### src/phyrp_regs.vh
// How it works
// - per-port loop block flag sets on loop-disable, clears on bus reset or disconnect.
// - standby flag is 1 while port is in standby, per port at standby_o, port 0 only in register 5.
// - deep port-off acts only when disabled; forces connected and receive-ok to 0.
// - hard-disabled port stops toning; clearing the bit renegotiates speed.
// - page chooser value 1 maps identification page into paged addresses.
// - compliance at 1000, 1001 reserved, maker 1010-1100, part 1101-1111, MSB first.
// - compliance level reads 02h.
// - 24-bit maker code over three read-only byte registers.
// - 24-bit part code over three read-only bytes, most significant first.
// - page chooser value 7 maps vendor-dependent page.
// - writing 1 to bit 0 at vendor address 1110 forces full hard reset.
// - soft hard-reset bit always reads 0.
// - after reset, power class loads from three straps into self-ID bits 21-23.
// - later write to register 4 power class replaces strap default.
// - power class is a 3-bit code, all eight values stored unchanged.
`ifndef PHYRP_REGS_VH
`define PHYRP_REGS_VH
`define PHYRP_PG_ID        3'h1
`define PHYRP_PG_VD        3'h7
`define PHYRP_A_COMPL      4'h8
`define PHYRP_A_MK_HI      4'ha
`define PHYRP_A_MK_MID     4'hb
`define PHYRP_A_MK_LO      4'hc
`define PHYRP_A_PC_HI      4'hd
`define PHYRP_A_PC_MID     4'he
`define PHYRP_A_PC_LO      4'hf
`define PHYRP_A_SWR        4'he
`define PHYRP_A_PWR        4'h4
`define PHYRP_A_PAGE       4'h7
`define PHYRP_A_PSEL       4'h0
`define PHYRP_A_PORTCTL    4'h1
`define PHYRP_A_INT_ST     4'h2
`define PHYRP_A_INT_MASK   4'h3
`define PHYRP_A_PORTST     4'h5
`define PHYRP_COMPLIANCE   8'h02
`define PHYRP_PWR_LSB      5
`define PHYRP_PAGE_LSB     5
`define PHYRP_SWR_BIT      0
`define PHYRP_PULSE_CYC    4'h4
`endif

### src/phyrp_port_stat.v
`timescale 1ns/1ps
module phyrp_port_stat (
    // clock and reset
    input  wire clk_i,
    input  wire rst_n_i,
    // port events
    input  wire loop_dis_i,
    input  wire bus_reset_i,
    input  wire connect_i,
    input  wire standby_i,
    input  wire disabled_i,
    input  wire con_raw_i,
    input  wire receive_ok_flag_raw_i,
    input  wire deep_off_i,
    // status
    output reg  loop_block_o,
    output reg  standby_o,
    output reg  con_o,
    output reg  receive_ok_flag_o,
    output reg  tone_en_o,
    output reg  renegotiate_o
);
    reg  hard_off_r;
    wire hard_off_nxt = deep_off_i & disabled_i;
    always @(posedge clk_i or negedge rst_n_i) begin
        if (!rst_n_i) begin
            loop_block_o      <= 1'b0;
            standby_o         <= 1'b0;
            con_o             <= 1'b0;
            receive_ok_flag_o <= 1'b0;
            tone_en_o         <= 1'b1;
            renegotiate_o     <= 1'b0;
            hard_off_r        <= 1'b0;
        end else begin
            if (bus_reset_i || !connect_i)
                loop_block_o <= 1'b0;
            else if (loop_dis_i)
                loop_block_o <= 1'b1;
            standby_o <= standby_i;
            con_o             <= con_raw_i & ~hard_off_nxt;
            receive_ok_flag_o <= receive_ok_flag_raw_i & ~hard_off_nxt;
            tone_en_o     <= ~hard_off_nxt;
            hard_off_r    <= hard_off_nxt;
            renegotiate_o <= hard_off_r & ~hard_off_nxt;
        end
    end
endmodule // phyrp_port_stat

### src/phyrp_pages.v
// Local design decision: the plain strobed port.
`timescale 1ns/1ps
`include "phyrp_regs.vh"
module phyrp_pages #(
    parameter          NPORT     = 3,
    parameter [23:0]   MAKER_ID  = 24'h123456, // arbitrary value
    parameter [23:0]   PART_ID   = 24'habcdef  // arbitrary value
) (
    // clock and reset
    input  wire             clk_i,
    input  wire             rstn_i,
    // register port
    input  wire [3:0]       addr_i,
    input  wire [7:0]       wdata_i,
    input  wire             wr_i,
    input  wire             rd_i,
    output reg  [7:0]       rdata_o,
    // straps
    input  wire             power_class_strap_0_i,
    input  wire             power_class_strap_1_i,
    input  wire             power_class_strap_2_i,
    // per-port state
    input  wire [NPORT-1:0] loop_dis_i,
    input  wire [NPORT-1:0] bus_reset_i,
    input  wire [NPORT-1:0] connect_i,
    input  wire [NPORT-1:0] standby_i,
    input  wire [NPORT-1:0] disabled_i,
    input  wire [NPORT-1:0] con_raw_i,
    input  wire [NPORT-1:0] receive_ok_flag_raw_i,
    // outputs
    output reg  [NPORT-1:0] loop_block_o,
    output reg  [NPORT-1:0] standby_o,
    output reg  [NPORT-1:0] con_o,
    output reg  [NPORT-1:0] receive_ok_flag_o,
    output reg  [NPORT-1:0] tone_en_o,
    output reg  [NPORT-1:0] renegotiate_o,
    output reg  [2:0]       power_class_o,
    output reg              hard_reset_o,
    output reg              irq_o
);
    reg  [1:0]       rst_sync_r;
    wire             rst_n = rst_sync_r[1];
    reg  [3:0]       swr_cnt_r;
    reg  [2:0]       page_r;
    reg  [2:0]       psel_r;
    reg  [NPORT-1:0] deep_off_r;
    reg  [NPORT-1:0] int_st_r;
    reg  [NPORT-1:0] int_mask_r;
    reg              strap_done_r;
    reg  [2:0]       strap_s1_r;
    reg  [2:0]       strap_s2_r;
    reg  [NPORT-1:0] in_s1_r [0:6];
    reg  [NPORT-1:0] in_s2_r [0:6];
    reg  [7:0]       rd_nxt;
    wire [NPORT-1:0] lb_w;
    wire [NPORT-1:0] sb_w;
    wire [NPORT-1:0] con_w;
    wire [NPORT-1:0] rx_w;
    wire [NPORT-1:0] tone_w;
    wire [NPORT-1:0] reneg_w;
    wire             swr_hit;

    // reset sync; soft hard reset also drops it
    always @(posedge clk_i or negedge rstn_i) begin
        if (!rstn_i)
            rst_sync_r <= 2'b00;
        else if (swr_cnt_r != 4'h0)
            rst_sync_r <= 2'b00;
        else
            rst_sync_r <= {rst_sync_r[0], 1'b1};
    end

    assign swr_hit = wr_i && (page_r == `PHYRP_PG_VD) &&
                     (addr_i == `PHYRP_A_SWR) && wdata_i[`PHYRP_SWR_BIT];
    always @(posedge clk_i or negedge rstn_i) begin
        if (!rstn_i)
            swr_cnt_r <= 4'h0;
        else if (swr_hit && rst_n)
            swr_cnt_r <= `PHYRP_PULSE_CYC;
        else if (swr_cnt_r != 4'h0)
            swr_cnt_r <= swr_cnt_r - 4'h1;
    end

    // input synchronisers; pin reset only, so straps are valid at release
    integer k;
    always @(posedge clk_i or negedge rstn_i) begin
        if (!rstn_i) begin
            for (k = 0; k < 7; k = k + 1) begin
                in_s1_r[k] <= {NPORT{1'b0}};
                in_s2_r[k] <= {NPORT{1'b0}};
            end
            strap_s1_r <= 3'h0;
            strap_s2_r <= 3'h0;
        end else begin
            in_s1_r[0] <= loop_dis_i;
            in_s1_r[1] <= bus_reset_i;
            in_s1_r[2] <= connect_i;
            in_s1_r[3] <= standby_i;
            in_s1_r[4] <= disabled_i;
            in_s1_r[5] <= con_raw_i;
            in_s1_r[6] <= receive_ok_flag_raw_i;
            for (k = 0; k < 7; k = k + 1)
                in_s2_r[k] <= in_s1_r[k];
            strap_s1_r <= {power_class_strap_2_i, power_class_strap_1_i,
                           power_class_strap_0_i};
            strap_s2_r <= strap_s1_r;
        end
    end

    genvar g;
    generate
        for (g = 0; g < NPORT; g = g + 1) begin : g_port
            phyrp_port_stat u_port (
                .clk_i             (clk_i),
                .rst_n_i           (rst_n),
                .loop_dis_i        (in_s2_r[0][g]),
                .bus_reset_i       (in_s2_r[1][g]),
                .connect_i         (in_s2_r[2][g]),
                .standby_i         (in_s2_r[3][g]),
                .disabled_i        (in_s2_r[4][g]),
                .con_raw_i         (in_s2_r[5][g]),
                .receive_ok_flag_raw_i        (in_s2_r[6][g]),
                .deep_off_i        (deep_off_r[g]),
                .loop_block_o      (lb_w[g]),
                .standby_o         (sb_w[g]),
                .con_o             (con_w[g]),
                .receive_ok_flag_o (rx_w[g]),
                .tone_en_o         (tone_w[g]),
                .renegotiate_o     (reneg_w[g])
            );
        end
    endgenerate

    // register writes
    always @(posedge clk_i or negedge rst_n) begin
        if (!rst_n) begin
            page_r       <= 3'h0;
            psel_r       <= 3'h0;
            deep_off_r   <= {NPORT{1'b0}};
            int_mask_r   <= {NPORT{1'b0}};
            power_class_o <= 3'h0;
            strap_done_r <= 1'b0;
        end else begin
            if (!strap_done_r) begin
                power_class_o <= strap_s2_r;
                strap_done_r  <= 1'b1;
            end
            if (wr_i) begin
                if (addr_i == `PHYRP_A_PAGE)
                    page_r <= wdata_i[`PHYRP_PAGE_LSB+2:`PHYRP_PAGE_LSB];
                else if (addr_i == `PHYRP_A_PWR)
                    power_class_o <= wdata_i[`PHYRP_PWR_LSB+2:`PHYRP_PWR_LSB];
                else if (addr_i == `PHYRP_A_PSEL)
                    psel_r <= wdata_i[2:0];
                else if (addr_i == `PHYRP_A_PORTCTL && page_r == 3'h0)
                    deep_off_r <= wdata_i[NPORT-1:0];
                else if (addr_i == `PHYRP_A_INT_MASK && page_r == 3'h0)
                    int_mask_r <= wdata_i[NPORT-1:0];
            end
        end
    end

    // sticky status: loop block and renegotiation events, w1c, set wins
    always @(posedge clk_i or negedge rst_n) begin
        if (!rst_n)
            int_st_r <= {NPORT{1'b0}};
        else if (wr_i && addr_i == `PHYRP_A_INT_ST && page_r == 3'h0)
            int_st_r <= (int_st_r & ~wdata_i[NPORT-1:0]) |
                        (lb_w & ~loop_block_o) | reneg_w;
        else
            int_st_r <= int_st_r | (lb_w & ~loop_block_o) | reneg_w;
    end

    // read mux
    always @* begin
        rd_nxt = 8'h00;
        if (page_r == `PHYRP_PG_ID) begin
            if (addr_i == `PHYRP_A_COMPL)
                rd_nxt = `PHYRP_COMPLIANCE;
            else if (addr_i == `PHYRP_A_MK_HI)
                rd_nxt = MAKER_ID[23:16];
            else if (addr_i == `PHYRP_A_MK_MID)
                rd_nxt = MAKER_ID[15:8];
            else if (addr_i == `PHYRP_A_MK_LO)
                rd_nxt = MAKER_ID[7:0];
            else if (addr_i == `PHYRP_A_PC_HI)
                rd_nxt = PART_ID[23:16];
            else if (addr_i == `PHYRP_A_PC_MID)
                rd_nxt = PART_ID[15:8];
            else if (addr_i == `PHYRP_A_PC_LO)
                rd_nxt = PART_ID[7:0];
        end else if (page_r == `PHYRP_PG_VD) begin
            rd_nxt = 8'h00;
        end else if (addr_i == `PHYRP_A_PAGE)
            rd_nxt = {page_r, 5'h00};
        else if (addr_i == `PHYRP_A_PWR)
            rd_nxt = {power_class_o, 5'h00};
        else if (addr_i == `PHYRP_A_PSEL)
            rd_nxt = {5'h00, psel_r};
        else if (addr_i == `PHYRP_A_PORTCTL)
            rd_nxt = {{(8-NPORT){1'b0}}, deep_off_r};
        else if (addr_i == `PHYRP_A_INT_ST)
            rd_nxt = {{(8-NPORT){1'b0}}, int_st_r};
        else if (addr_i == `PHYRP_A_INT_MASK)
            rd_nxt = {{(8-NPORT){1'b0}}, int_mask_r};
        else if (addr_i == `PHYRP_A_PORTST)
            rd_nxt = {lb_w[0], sb_w[0], con_w[0], rx_w[0],
                      {(4-NPORT){1'b0}}, lb_w[NPORT-1:1], 1'b0};
    end

    always @(posedge clk_i or negedge rst_n) begin
        if (!rst_n) begin
            rdata_o           <= 8'h00;
            loop_block_o      <= {NPORT{1'b0}};
            standby_o         <= {NPORT{1'b0}};
            con_o             <= {NPORT{1'b0}};
            receive_ok_flag_o <= {NPORT{1'b0}};
            tone_en_o         <= {NPORT{1'b1}};
            renegotiate_o     <= {NPORT{1'b0}};
            irq_o             <= 1'b0;
        end else begin
            rdata_o           <= rd_i ? rd_nxt : 8'h00;
            loop_block_o      <= lb_w;
            standby_o         <= sb_w;
            con_o             <= con_w;
            receive_ok_flag_o <= rx_w;
            tone_en_o         <= tone_w;
            renegotiate_o     <= reneg_w;
            irq_o             <= |(int_st_r & int_mask_r);
        end
    end

    // hard reset indicator, from flop
    always @(posedge clk_i or negedge rstn_i) begin
        if (!rstn_i)
            hard_reset_o <= 1'b1;
        else
            hard_reset_o <= ~rst_n;
    end
endmodule // phyrp_pages

### config.mk
export PLATFORM = sky130hd
export DESIGN_NAME = phyrp_pages
export DESIGN_NICKNAME = d
export VERILOG_FILES = /design/src/phyrp_port_stat.v /design/src/phyrp_pages.v
export VERILOG_INCLUDE_DIRS = /design/src
export SDC_FILE = /design/constraint.sdc
export NUM_CORES = 1
export LEC_CHECK = 0
export BUFFER_PORTS_ARGS = -buffer_cell sky130_fd_sc_hd__buf_4
export CORE_UTILIZATION = 55
export CTS_CLUSTER_DIAMETER = 150
export DETAILED_ROUTE_END_ITERATION = 16
export PLACE_DENSITY = 0.79
export SYNTH_ARGS = -nofsm -noshare
export SYNTH_HDL_FRONTEND = slang
export SYNTH_SLANG_ARGS = --single-unit
### constraint.sdc
create_clock -name clk_i -period 6.6 [get_ports clk_i]
set_input_delay 0.99 -clock clk_i [delete_from_list [all_inputs] [get_ports clk_i]]
set_output_delay 0.99 -clock clk_i [all_outputs]
set_load 0.05 [all_outputs]
Word-level counts from Yosys, hierarchy flattened
Cells that the tools add are included.

operators by class
  add/subtract/negate cells = 1
  eq/ne operators = 15
  bitwise operators = 29
  reductions and logical operators = 26
  mux-type cells = 31

operators with widths
  cell                                                                count
  8-bit two-way mux                                                   17
  4-bit == test, second input constant                                7
  3-bit two-way mux                                                   5
  1-bit bitwise AND                                                   12
  4-bit by 3-bit == test with 1-bit output, second input constant     3
  3-bit bitwise OR                                                    4
  3-bit bitwise AND                                                   3
  4-bit by 2-bit == test with 1-bit output, second input constant     2
  1-bit logical AND                                                   8
  4-bit two-way mux                                                   2
  1-bit NOT                                                           8
  2-bit nonzero test                                                  4
  1-bit two-way mux                                                   6
  3-bit NOT                                                           2
  6-bit AND reduction                                                 1
  5-bit AND reduction                                                 1
  4-bit by 1-bit == test with 1-bit output, second input constant     1
  4-bit logical NOT                                                   1
  4-bit AND reduction                                                 1
  4-bit nonzero test                                                  1
  4-bit by 1-bit subtractor with 4-bit output, second input constant  1
  3-bit by 1-bit == test with 1-bit output, second input constant     1
  3-bit == test, second input constant                                1
  1-bit logical NOT                                                   3
  5 further kinds                                                     7

storage, ports and cells
  output and inout bits = 31
  register bits = 122
  logic and storage cells = 157
  input port bits = 40

Depth between registers and ports, before layout
Gate-level depths: netlist (run 1).

  depth after elaboration = 11
  gate-level depth with buffers = 6
  gate-level depth less buffers = 6

Cells and area by module
A second synthesis (run 1) with hierarchy kept.

unflattened totals
  cells, all modules = 272
  area total of the unflattened synthesis = 4,040.1 µm²

by module, submodules not included
  module           area an instance (µm²)  sequential area each (µm²)  instances  cells an instance
  phyrp_pages      3,390.8                 2,532.4                     1          230
  phyrp_port_stat  216.5                   176.4                       3          14

Worst setup path before layout (run 1)
Ideal clock, no wire load.

  kind = register to register
  start point = reg rst_sync_r[1]
  end point = reg swr_cnt_r[0]
  stages on the path, launching flop included = 4
  period minus slack after synthesis = 2.488 ns
  buffers on the path = 0
  required time = 6.466 ns
  setup slack = 4.112 ns
  arrival time = 2.354 ns
  setup time = 0.134 ns
  cells stage by stage = dfrtp_1 > nand4_1 > nor3_1 > nor2_1

on the way
  word-level cells in the longest chain between the ends = 2
  elaborated cells on any way between the ends = 3
  those cells by class = mux: 1; reduce/logical: 2

RTL lines
  item                                                            line              source
  start, declared                                                 phyrp_pages.v:41  reg [1:0] rst_sync_r;
  start signal, assigned                                          phyrp_pages.v:70  rst_sync_r <= {rst_sync_r[0], 1'b1};
  1-bit logical AND (*)                                           phyrp_pages.v:78  else if (swr_hit && rst_n)
  4-bit two-way mux / 2-bit nonzero test (equally long branches)  --
  end signal, assigned                                            phyrp_pages.v:79  swr_cnt_r <= `PHYRP_PULSE_CYC;
  end signal, assigned                                            phyrp_pages.v:81  swr_cnt_r <= swr_cnt_r - 4'h1;
  end, declared                                                   phyrp_pages.v:43  reg [3:0] swr_cnt_r;

Mark *: on every way between the ends. The rest lies on a longest branch, timed or not.
A chain may end at the register's enable or synchronous reset.

Worst setup path after layout (run 1)
  start point = reg tone_en_o[1]
  end point = out tone_en_o[1]

RTL lines
  item                    line               source
  start, declared         phyrp_pages.v:35   output reg [NPORT-1:0] tone_en_o,
  start signal, assigned  phyrp_pages.v:218  tone_en_o <= {NPORT{1'b1}};
  start signal, assigned  phyrp_pages.v:227  tone_en_o <= tone_w;

No word-level cell between the ends.

==> summary.md, run 1 <==
| Metric | Value |
|---|---|
| Unrepaired setup endpoints after global routing | false |
| Post-cts gate resize count | 0 |
| Core region area | 7210 um^2 |
| Sequential fraction of design power | 0.440 |
| Buf/Inv on CP | 1 |
| Max-slew headroom at the worst pin | 0.467 |
| Maximum clock rate | 0.456 GHz |
| Simple-gate area share of the yosys netlist | 0.111 |
| Leakage Power | 2.50 nW |
| Cell Rows | 31 |
| Total wire length | 6840 um |
| Final hold violation count | 0 |
| Xor-xnor portion of the synthesized cell area | 0.00430 |
| Part of the total power dissipated in combinational logic | 0.132 |
| Outcome | complete, no violations |
| # nets final | 397 |
| Final hold slack | 344 ps |
| Areal power density over the cells | 379 nW/um^2 |
| CTS tree | yes |
| Starting density of the core | 0.565 |
| Overall via count from detail_route | 2,396 |
| Synthesized-area fraction occupied by adder cells | 0.00307 |
| Number of cells traversed by the worst hold path | 0 |
| GRT overflow | 0 |
| Number of hold buffers added after CTS | 0 |
| Cell area after technology mapping | 4080 um^2 |
| Final critical path time including I/O delays and setup | 2190 ps |
| Number of antenna repair diodes | 0 |
| Largest fanout of any net on the critical path | 1 |
| Average via count per standard cell | 5.13 |
| Number of ports placed on the die boundary | 71 |
| Antenna-violating nets left | 0 |
| Root buffer cell | sky130_fd_sc_hd__clkbuf_8 |
| Transition time of the tightest slew-check pin | 800 ps |
| Routability congestion estimate | 0.812 |
| Warning count from the yosys run | 0 |
| GR Util All Layers | 0.203 |
| Vias in the first global route | 2,412 |
| Number of enable flip-flop cells after synthesis | 0 |
| Sw Ratio | 0.253 |
| Critical Path Sink Type | primary output |
| Dominant delay contributor by cell family on the critical path | flip-flops |
| Worst clock skew | 10.2 ps |
| Worst path required time | 5610 ps |
| Number of antenna violations at the first check in global routing | 0 |
| Post-CTS setup-driven buffer insertion count | 0 |
| Syn nets | 315 |
| First DRT Iteration DRCs | 158 |
| Total of max-cap violations | 0 |
| Maximum number of pins on one net before global-route repair | 69 |
| Final max-slew violation count | 0 |
| Clock Latency Late Sink | 500 ps |
| Multiplexer share of the synthesized area | 0.0454 |
| Number of port buffers | 68 |
| Yosys reg bits | 122 |
| Residual DRC | 0 |
| Internal cell power | 1.48 mW |
| Sinks on the clock net | 122 |
| Setup violators final | 0 |
| Synthesis-to-finish area growth | 28.5% |
| DRT Pass-1 Iters | 4 |
| Total CTS buffers | 17 |
| Clock network fraction of design power | 0.428 |
| Largest family of logic cells by synthesized area | simple AND/OR/NAND/NOR gates |
| Yosys cell types | 50 |
| Kind of path behind the tightest hold check | reg2reg |
| Startpoint Class | register |
| Compound-Gate Fraction of Synth Area | 0.0617 |
| Wire length of the first global-routing pass | 11,200 um |
| Clock tree buffer depth | 2 |
| Die width | 88.1 um |
| Type of the setup path with the least slack | reg2out |
| Sequential element share of the synthesized area | 0.751 |
| # H-tree levels | 4 |
| Chain of cells forming the critical path | buf_4 |
| DIE AREA | 7760 um^2 |
| Per-cell routed wire length | 14.7 um |
| Critical Path AT | 1200 ps |
| Period Utilization, post-route | 0.332 |
| Synthesized area divided by synthesized cell count | 14.9 um^2 |
| Share of synthesized registers carrying an async set or reset | 1.00 |
| Critical Path Max Stage Delay | 520 ps |
| P_sw | 0.502 mW |
| VDD IR-drop max | 0.272 mV |
| Prevailing post-synth register cell | sky130_fd_sc_hd__dfrtp_1 |
| Library cell contributing the largest single delay on the critical path | sky130_fd_sc_hd__dfstp_2 |
| Final HPWL DP | 4260 um |
| Cells after synthesis | 274 |
| Sum of negative setup slack | 0 ps |
| Layout cell share with drive strength beyond 1 | 0.329 |
| Number of cell instances on the worst register-to-register path | 4 |
| Vertical die dimension | 88.1 um |
| Cell count along the critical path | 1 |
| CTS clk-pin slew, worst paths | 50 ps |
## kinds of logic after synthesis
family	Yosys count
adder cells (fa/ha/maj)	1
multiplexers	16
AO/OA/AOI/OAI	36
XOR/XNOR	2
AND/OR/NAND/NOR	75
buffers and inverters	21
other	1
flip-flops	122
## path summary, 6_finish.rpt
path / from / endpoint / slack (ps)
max: tone_en_o[1]$_DFF_PN1_ / tone_en_o[1] / 4410
min: in_s1_r[12]$_DFF_PN0_ / in_s2_r[12]$_DFF_PN0_ / 340
max reg2reg: page_r[1]$_DFFE_PN0P_ / int_mask_r[1]$_DFFE_PN0P_ / 5070
min reg2reg: in_s1_r[12]$_DFF_PN0_ / in_s2_r[12]$_DFF_PN0_ / 340
max in group asynchronous: rstn_i / rst_sync_r[1]$_DFF_PN0_ / 5600
min in group asynchronous: rst_sync_r[1]$_DFF_PN0_ / psel_r[1]$_DFFE_PN0P_ / 460
## final cells by class
class	count	area (um^2)
flip-flops and latches	122	3060
fillers	463	1980
multi-input cells	131	921
repair buffers	69	518
clock buffers	24	460
well taps	99	124
clock inverters	7	93.8
inverters	15	56.3
## Yosys cell counts, types with 2 or more instances
cell                       instances  area (um^2)
sky130_fd_sc_hd__dfrtp_1         115         2880
sky130_fd_sc_hd__nand2_1          16         60.1
sky130_fd_sc_hd__inv_1            15         56.3
sky130_fd_sc_hd__and2_1           11         68.8
sky130_fd_sc_hd__nor2_1           11         41.3
sky130_fd_sc_hd__mux2_2            8         90.1
sky130_fd_sc_hd__a21oi_1           7         35.0
sky130_fd_sc_hd__dfstp_2           7          184
sky130_fd_sc_hd__o21ai_0           7         35.0
sky130_fd_sc_hd__nor3b_1           6         45.0
sky130_fd_sc_hd__buf_2             5         25.0
sky130_fd_sc_hd__mux2i_1           5         50.1
sky130_fd_sc_hd__nand3_1           5         25.0
sky130_fd_sc_hd__a31oi_1           4         25.0
sky130_fd_sc_hd__nand2b_1          4         25.0
sky130_fd_sc_hd__a221o_1           3         30.0
sky130_fd_sc_hd__mux2_4            3         45.0
sky130_fd_sc_hd__nand3b_1          3         22.5
sky130_fd_sc_hd__nor3_1            3         15.0
sky130_fd_sc_hd__a221oi_1          2         17.5
sky130_fd_sc_hd__and4bb_2          2         25.0
sky130_fd_sc_hd__nand4_1           2         12.5
sky130_fd_sc_hd__nor2b_1           2         12.5
sky130_fd_sc_hd__xnor2_1           2         17.5
## stage by stage
stage | power [mW] | utilization | cells | setup slack, ps | cell area [um^2]
global route | 2.07 | 0.726 | 467 | 4370 | 5240
global placement | 1.13 | 0.649 | 436 | 4290 | 4680
CTS | 2.00 | 0.726 | 467 | 4380 | 5240
finish | 1.98 | 0.726 | 467 | 4410 | 5240
detailed placement | 1.15 | 0.649 | 436 | 4240 | 4680
floorplan | 1.05 | - | 274 | 4110 | 4080
## cells in the final DEF, fill, tap and decap left out, types with 4 or more instances in the layout
cell / instances
sky130_fd_sc_hd__mux2_2: 8
sky130_fd_sc_hd__nand2b_1: 4
sky130_fd_sc_hd__mux2i_1: 5
sky130_fd_sc_hd__and2_1: 11
sky130_fd_sc_hd__a31oi_1: 4
sky130_fd_sc_hd__nor3b_1: 6
sky130_fd_sc_hd__nand2_1: 16
sky130_fd_sc_hd__dfrtp_1: 114
sky130_fd_sc_hd__nor2_1: 11
sky130_fd_sc_hd__a21oi_1: 7
sky130_fd_sc_hd__buf_4: 69
sky130_fd_sc_hd__nand3_1: 5
sky130_fd_sc_hd__inv_1: 15
sky130_fd_sc_hd__clkbuf_1: 5
sky130_fd_sc_hd__dfstp_2: 7
sky130_fd_sc_hd__o21ai_0: 7
sky130_fd_sc_hd__clkbuf_16: 16
## power groups by stage
stage                     Combinational [mW]  Sequential (mW)  Clock [mW]
after floorplan                        0.105            0.948           0
final                                  0.261            0.873       0.848
after detailed placement               0.263            0.883           0
after global routing                   0.286            0.881       0.900
after global placement                 0.254            0.879           0
after CTS                              0.265            0.873       0.862
## metal layers
metal,global-route usage,part of all wire
met3,0.0641,0.052
met4,0.125,0.013
met5,0,0
met2,0.322,0.52
met1,0.243,0.42
## state kept, by name, indices dropped and copies added (netlist names), 4 cells and up
signal,flops
in_s1_r,21
rdata_o,8
in_s2_r,21
swr_cnt_r,4
Power figures use the tool's default switching activity.
==> run 2: changes to the inputs <==
--- a/config.mk
+++ b/config.mk
@@ -6,11 +6,12 @@
 export SDC_FILE = /design/constraint.sdc
 export NUM_CORES = 1
 export LEC_CHECK = 0
+export ABC_AREA = 1
 export BUFFER_PORTS_ARGS = -buffer_cell sky130_fd_sc_hd__buf_4
-export CORE_UTILIZATION = 55
+export CORE_UTILIZATION = 49
 export CTS_CLUSTER_DIAMETER = 150
 export DETAILED_ROUTE_END_ITERATION = 16
-export PLACE_DENSITY = 0.79
+export PLACE_DENSITY = 0.74
 export SYNTH_ARGS = -nofsm -noshare
 export SYNTH_HDL_FRONTEND = slang
 export SYNTH_SLANG_ARGS = --single-unit
==> constraint.sdc (replaced) <==
create_clock -name clk_i -period 1.8 [get_ports clk_i]
set_input_delay 0.27 -clock clk_i [delete_from_list [all_inputs] [get_ports clk_i]]
set_output_delay 0.27 -clock clk_i [all_outputs]
set_load 0.05 [all_outputs]
==> run 2 against run 1 <==
Effect of this change: largest power group is now the clock network; synthesized cell count rose by 27%; first-iteration DRC count increased by 28%; global-route usage grew 1.5 points.
==> summary.md, run 2 <==
| Metric | Value |
|---|---|
| Outcome | complete, no violations |
| Prevailing post-synth register cell | sky130_fd_sc_hd__dfrtp_1 |
| Sequential element share of the synthesized area | 0.750 |
| Residual DRC | 0 |
| Synthesized area divided by synthesized cell count | 11.7 um^2 |
| Registers with the most flip-flops | in_s1_r x21, in_s2_r x21, rdata_o x8 |
| Commonest cells after routing, fill and taps aside | sky130_fd_sc_hd__dfrtp_1 (114), sky130_fd_sc_hd__buf_4 (70), sky130_fd_sc_hd__nand2_1 (62) |
| Total wire length | 8270 um |
| Flip-flop and latch area | 3060 um^2 |
| Finished layout cell area | 5630 um^2 |
| Setup violators final | 0 |
| Root buffer cell | sky130_fd_sc_hd__clkbuf_8 |
| Number of enable flip-flop cells after synthesis | 0 |
| Library cell with the highest instance count after synthesis | sky130_fd_sc_hd__dfrtp_1 |
| CTS clk-pin slew, worst paths | 50 ps |
| Share of synthesized registers carrying an async set or reset | 1.00 |
| Leakage Power | 2.86 nW |
| Max-slew headroom at the worst pin | 0.549 |
| Die width | 93.3 um |
| VDD IR-drop max | 0.987 mV |
| Vias in the first global route | 2,918 |
| # H-tree levels | 4 |
| Area used by multi-input combinational logic | 842 um^2 |
| Number of ports placed on the die boundary | 71 |
| Largest fanout of any net on the critical path | 5 |
| Total of max-cap violations | 0 |
| Multiplexer share of the synthesized area | 0.00735 |
| Overall via count from detail_route | 2,810 |
| Transition time of the tightest slew-check pin | 676 ps |
| Clock Latency Late Sink | 500 ps |
| Maximum clock rate | 0.637 GHz |
| Critical Path AT | 1950 ps |
| Synthesis-to-finish area growth | 38.0% |
| Final hold slack | 32.8 ps |
| Simple-gate area share of the yosys netlist | 0.138 |
| Number of antenna repair diodes | 0 |
| GR Util All Layers | 0.218 |
| Vertical die dimension | 93.3 um |
| Worst path required time | 2180 ps |
| Clock tree buffer depth | 2 |
| Area share of the largest cell type after synthesis | 0.705 |
| Fin util | 0.714 |
| Maximum number of pins on one net before global-route repair | 56 |
| Minimum setup slack after placement | 255 ps |
| DIE AREA | 8700 um^2 |
| Cell types with the highest counts after synthesis | sky130_fd_sc_hd__dfrtp_1 (115), sky130_fd_sc_hd__nand2_1 (62), sky130_fd_sc_hd__inv_1 (46) |
| Total CTS buffers | 17 |
| Xor-xnor portion of the synthesized cell area | 0 |
| Most area-hungry cell type in the Yosys netlist | sky130_fd_sc_hd__dfrtp_1 |
| Period Utilization, post-route | 0.872 |
| Critical Path Sink Type | register |
| Sum of negative setup slack | 0 ps |
| Type of the setup path with the least slack | reg2reg |
| Worst clock skew | 6.15 ps |
| Min setup slack post-route | 231 ps |
| Cell area after placement | 4740 um^2 |
| Starting density of the core | 0.518 |
| Final max-slew violation count | 0 |
| Layout cell share with drive strength beyond 1 | 0.250 |
| Syn nets | 390 |
| Filler cells | 512 |
| Core region area | 7890 um^2 |
| Cell Rows | 32 |
| First DRT Iteration DRCs | 202 |
| Cells after synthesis | 349 |
| Kind of path behind the tightest hold check | in2reg |
| Yosys cell types | 26 |
| DRT Pass-1 Iters | 5 |
| Most common library cell in the layout ignoring fill and taps | sky130_fd_sc_hd__dfrtp_1 |
| Final Non-Filler Cells | 578 |
| Synthesized-area fraction occupied by adder cells | 0.00306 |
| Final hold violation count | 0 |
| Wire length of the first global-routing pass | 13,600 um |
| Warning count from the yosys run | 0 |
| Routability congestion estimate | 0.871 |
| Per-cell routed wire length | 14.3 um |
| Top post-synthesis cells by area | sky130_fd_sc_hd__dfrtp_1 (70%), sky130_fd_sc_hd__nand2_1 (5.7%), sky130_fd_sc_hd__dfstp_2 (4.5%), sky130_fd_sc_hd__inv_1 (4.2%), sky130_fd_sc_hd__nor2_1 (3.6%) |
| Average via count per standard cell | 4.86 |
| GRT overflow | 0 |
| CTS tree | yes |
| # nets final | 504 |
| Cell area after technology mapping | 4080 um^2 |
| Areal power density over the cells | 1340 nW/um^2 |
| Yosys reg bits | 122 |
| Instance count after placement with tap cells included | 521 |
| Startpoint Class | register |
| Sinks on the clock net | 122 |
| Post-cts gate resize count | 0 |
| Antenna-violating nets left | 0 |
| Number of antenna violations at the first check in global routing | 0 |
| Post-layout total power | 7.53 mW |
| Unrepaired setup endpoints after global routing | false |
| Number of port buffers | 68 |
| Final critical path time including I/O delays and setup | 1570 ps |
| Compound-Gate Fraction of Synth Area | 0.0570 |
| Largest family of logic cells by synthesized area | simple AND/OR/NAND/NOR gates |
| Final HPWL DP | 5020 um |
run 2: power by group:
group	internal, mW	total [mW]	switching (mW)	leakage, nW
sequential	2.94	3.03	0.0964	1.51
combinational	0.282	0.815	0.533	1.04
clock	2.53	3.68	1.15	0.313
run 2: cells by family (layout without fill, tap and decap cells):
logic type / after synthesis / count (layout)
and+or+nand+nor: 132 / 132
DFF: 122 / 122
buffers and inverters: 48 / 175
AOI/OAI and AO/OA: 42 / 42
muxes: 3 / 3
adders and majority gates: 1 / 1
other: 1 / 1
run 2: layer usage:
metal | routed length (um) | vias to the layer above | global-route usage
met5 | 0 | - | 0
met4 | 213 | 0 | 0.104
met3 | 384 | 19 | 0.0683
met2 | 4370 | 102 | 0.376
met1 | 3300 | 1367 | 0.245
li1 | - | 1322 | -
run 2: path summary, 6_finish.rpt:
check / start / end / slack, ps / cells after the start
hold reg to reg: rst_sync_r[1]$_DFF_PN0_ / g_port[1].u_port.loop_block_o$_DFFE_PN0P_ / 240 / 1
setup reg to reg: swr_cnt_r[0]$_DFFE_PN0P_ / swr_cnt_r[0]$_DFFE_PN0P_ / 230 / 8
setup / recovery: swr_cnt_r[0]$_DFFE_PN0P_ / swr_cnt_r[0]$_DFFE_PN0P_ / 230 / 8
min in group asynchronous: rst_sync_r[1]$_DFF_PN0_ / g_port[1].u_port.loop_block_o$_DFFE_PN0P_ / 240 / 1
max in group asynchronous: rst_sync_r[1]$_DFF_PN0_ / g_port[2].u_port.loop_block_o$_DFFE_PN0P_ / 680 / 2
hold / removal: wdata_i[5] / page_r[0]$_DFFE_PN0P_ / 30 / 3
run 2: cell type report:
class                      count  area share
clock buffer                  20      0.0755
clock inverter                12      0.0391
inverter                      48      0.0320
multi-input combinational    179       0.149
sequential                   122       0.544
tap                          102      0.0227
timing repair buffer          95       0.138
run 2: what timing repair did:
action,4_1_cts,5_1_grt
setup buffers,0,0
endpoints found under the hold margin,78,0
hold buffers,25,0
run 2: worst max-delay path: stages, from the launching register on:
cell,delay (ps)
sky130_fd_sc_hd__dfrtp_1,390
sky130_fd_sc_hd__inv_1,90
sky130_fd_sc_hd__ha_1,140
sky130_fd_sc_hd__inv_1,60
sky130_fd_sc_hd__or2_2,280
sky130_fd_sc_hd__nor2_1,240
sky130_fd_sc_hd__inv_1,100
sky130_fd_sc_hd__nand2_1,70
sky130_fd_sc_hd__a21oi_1,70
==> run 3: changes to the inputs <==
--- a/config.mk
+++ b/config.mk
@@ -8,6 +8,7 @@
 export LEC_CHECK = 0
 export ABC_AREA = 1
 export BUFFER_PORTS_ARGS = -buffer_cell sky130_fd_sc_hd__buf_4
+export CORE_MARGIN = 2
 export CORE_UTILIZATION = 49
 export CTS_CLUSTER_DIAMETER = 150
 export DETAILED_ROUTE_END_ITERATION = 16
==> run 3 against run 2 <==
Effect of this change: final area is 1.2% lower; power is 6.1% lower; core utilization is 3.0 points lower; combinational power is 2% lower; clock-buffer cell count stayed put; first-iteration DRC count is 26% lower; non-clock buffer count stayed put; highest routed layer unchanged.
==> summary.md, run 3 (synthesis results as in run 2) <==
| Metric | Value |
|---|---|
| Sw Ratio | 0.248 |
| Commonest cells after routing, fill and taps aside | sky130_fd_sc_hd__dfrtp_1 (114), sky130_fd_sc_hd__buf_4 (70), sky130_fd_sc_hd__nand2_1 (62) |
| Maximum clock rate | 0.617 GHz |
| # nets final | 504 |
| Root buffer cell | sky130_fd_sc_hd__clkbuf_8 |
| Sequential fraction of design power | 0.430 |
| Number of ports placed on the die boundary | 71 |
| Internal cell power | 5.32 mW |
| Worst path required time | 2240 ps |
| Outcome | complete, no violations |
| P_sw | 1.75 mW |
| Residual DRC | 0 |
| GR Util All Layers | 0.198 |
| Most common library cell in the layout ignoring fill and taps | sky130_fd_sc_hd__dfrtp_1 |
| Core region area | 8130 um^2 |
| Final critical path time including I/O delays and setup | 1620 ps |
| Worst clock skew | 6.81 ps |
| Registers with the most flip-flops | in_s1_r x21, in_s2_r x21, rdata_o x8 |
| Routability congestion estimate | 0.909 |
| GRT overflow | 0 |
| Vertical die dimension | 95.3 um |
| Fin util | 0.684 |
| Final hold violation count | 0 |
| Areal power density over the cells | 1270 nW/um^2 |
| Number of port buffers | 68 |
| Number of cell instances on the worst register-to-register path | 9 |
| Cell Rows | 33 |
| Instance count after placement with tap cells included | 524 |
| Sum of negative setup slack | 0 ps |
| Synthesis-to-finish area growth | 36.2% |
| Maximum number of pins on one net before global-route repair | 56 |
| VDD IR-drop max | 0.803 mV |
| Final max-slew violation count | 0 |
| Kind of path behind the tightest hold check | in2reg |
| Final HPWL DP | 5150 um |
| Per-cell routed wire length | 13.5 um |
| Largest fanout of any net on the critical path | 5 |
| Post-cts gate resize count | 0 |
| First DRT Iteration DRCs | 150 |
| Clock Latency Late Sink | 500 ps |
| DRT Pass-1 Iters | 4 |
| Average via count per standard cell | 4.77 |
| R2r setup slk | 180 ps |
| CTS tree | yes |
| Antenna-violating nets left | 0 |
| Period Utilization, post-route | 0.901 |
| DIE AREA | 9080 um^2 |
| Overall via count from detail_route | 2,769 |
| Leakage Power | 2.82 nW |
| Number of cells traversed by the worst hold path | 3 |
| Clock network fraction of design power | 0.458 |
| Setup violators final | 0 |
| Max-slew headroom at the worst pin | 0.552 |
| Total CTS buffers | 17 |
| Layout cell share with drive strength beyond 1 | 0.248 |
| # H-tree levels | 4 |
| Total wire length | 7820 um |
| Sinks on the clock net | 122 |
| Transition time of the tightest slew-check pin | 673 ps |
| Starting density of the core | 0.502 |
| Hold Path End | page_r[1]$_DFFE_PN0P_ |
| Final Non-Filler Cells | 580 |
| Type of the setup path with the least slack | reg2reg |
| Number of antenna violations at the first check in global routing | 0 |
| Critical Path Sink Type | register |
| Wire length of the first global-routing pass | 13,200 um |
| Startpoint Class | register |
| Unrepaired setup endpoints after global routing | false |
| Source of the worst hold timing path | wdata_i[6] |
| Total of max-cap violations | 0 |
| Die width | 95.3 um |
| Source of the worst register-to-register timing path | swr_cnt_r[0]$_DFFE_PN0P_ |
| Critical Path AT | 2060 ps |
| Number of antenna repair diodes | 0 |
| Part of the total power dissipated in combinational logic | 0.113 |
| Clock tree buffer depth | 2 |
| Vias in the first global route | 2,873 |
| CTS clk-pin slew, worst paths | 60 ps |
| FF-to-FF End | swr_cnt_r[1]$_DFFE_PN0P_ |
==> run 3: changes by cell type in the layout (fill, tap and decap cells not counted), sizes merged <==
cell      change
bufinv        -3
inv           +1
clkinvlp      +1
==> run 3: cell type report <==
| cell class | instances | area, um^2 |
|---|---|---|
| flip-flops and latches | 122 | 3060 |
| well taps | 105 | 131 |
| multi-input cells | 179 | 842 |
| inverters | 48 | 180 |
| clock buffers | 20 | 425 |
| fillers | 554 | 2570 |
| clock inverters | 11 | 146 |
| repair buffers | 95 | 776 |
==> run 3: repair_timing <==
item                                    in CTS  in global routing
endpoints found under the setup margin       0                  0
endpoints found under the hold margin       78                  0
buffers inserted                             0                  0
hold buffers                                25                  0
==> run 3: worst max-delay path by stage <==
stage,start,endpoint,cells after the start
floorplan,rst_sync_r[1]$_DFF_PN0_,swr_cnt_r[1]$_DFFE_PN0P_,5
global placement,swr_cnt_r[0]$_DFFE_PN0P_,swr_cnt_r[1]$_DFFE_PN0P_,8
detailed placement,swr_cnt_r[0]$_DFFE_PN0P_,swr_cnt_r[0]$_DFFE_PN0P_,8
CTS,swr_cnt_r[0]$_DFFE_PN0P_,swr_cnt_r[1]$_DFFE_PN0P_,9
global route,swr_cnt_r[0]$_DFFE_PN0P_,swr_cnt_r[1]$_DFFE_PN0P_,9
finish,swr_cnt_r[0]$_DFFE_PN0P_,swr_cnt_r[1]$_DFFE_PN0P_,9
==> run 3: critical path, stage by stage (launching register included) <==
cell	delay [ps]
sky130_fd_sc_hd__dfrtp_1	410
sky130_fd_sc_hd__inv_1	90
sky130_fd_sc_hd__ha_1	140
sky130_fd_sc_hd__inv_1	60
sky130_fd_sc_hd__or2_2	290
sky130_fd_sc_hd__nor2_1	270
sky130_fd_sc_hd__nand2_1	100
sky130_fd_sc_hd__o21ai_0	90
sky130_fd_sc_hd__nand2_1	70
sky130_fd_sc_hd__inv_1	50
==> run 3: per-layer routing <==
metal,track usage,vias up,share of wire
met3,0.0688,25,0.062
met1,0.235,1325,0.40
met5,0,-,0
met2,0.322,94,0.50
li1,-,1325,-
met4,0.0990,0,0.032
==> run 3: power groups by stage <==
| stage | clock network, mW | registers (mW) | logic (mW) |
|---|---|---|---|
| floorplan | 0 | 3.24 | 0.307 |
| global placement | 0 | 3.07 | 0.733 |
| detailed placement | 0 | 3.07 | 0.753 |
| CTS | 3.30 | 3.04 | 0.807 |
| global route | 3.45 | 3.05 | 0.898 |
| finish | 3.24 | 3.04 | 0.796 |
==> run 3: metrics by stage <==
step | area [um^2] | total power, mW | hold slack [ps] | setup WS [ps]
2_1_floorplan | 4090 | 3.54 | -25.6 | 53.8
3_3_place_gp | 4740 | 3.80 | 264 | 331
3_5_place_dp | 4740 | 3.83 | 276 | 302
4_1_cts | 5560 | 7.14 | 16.3 | 193
5_1_grt | 5560 | 7.40 | 23.9 | 49.5
6_report | 5560 | 7.07 | 37.3 | 178
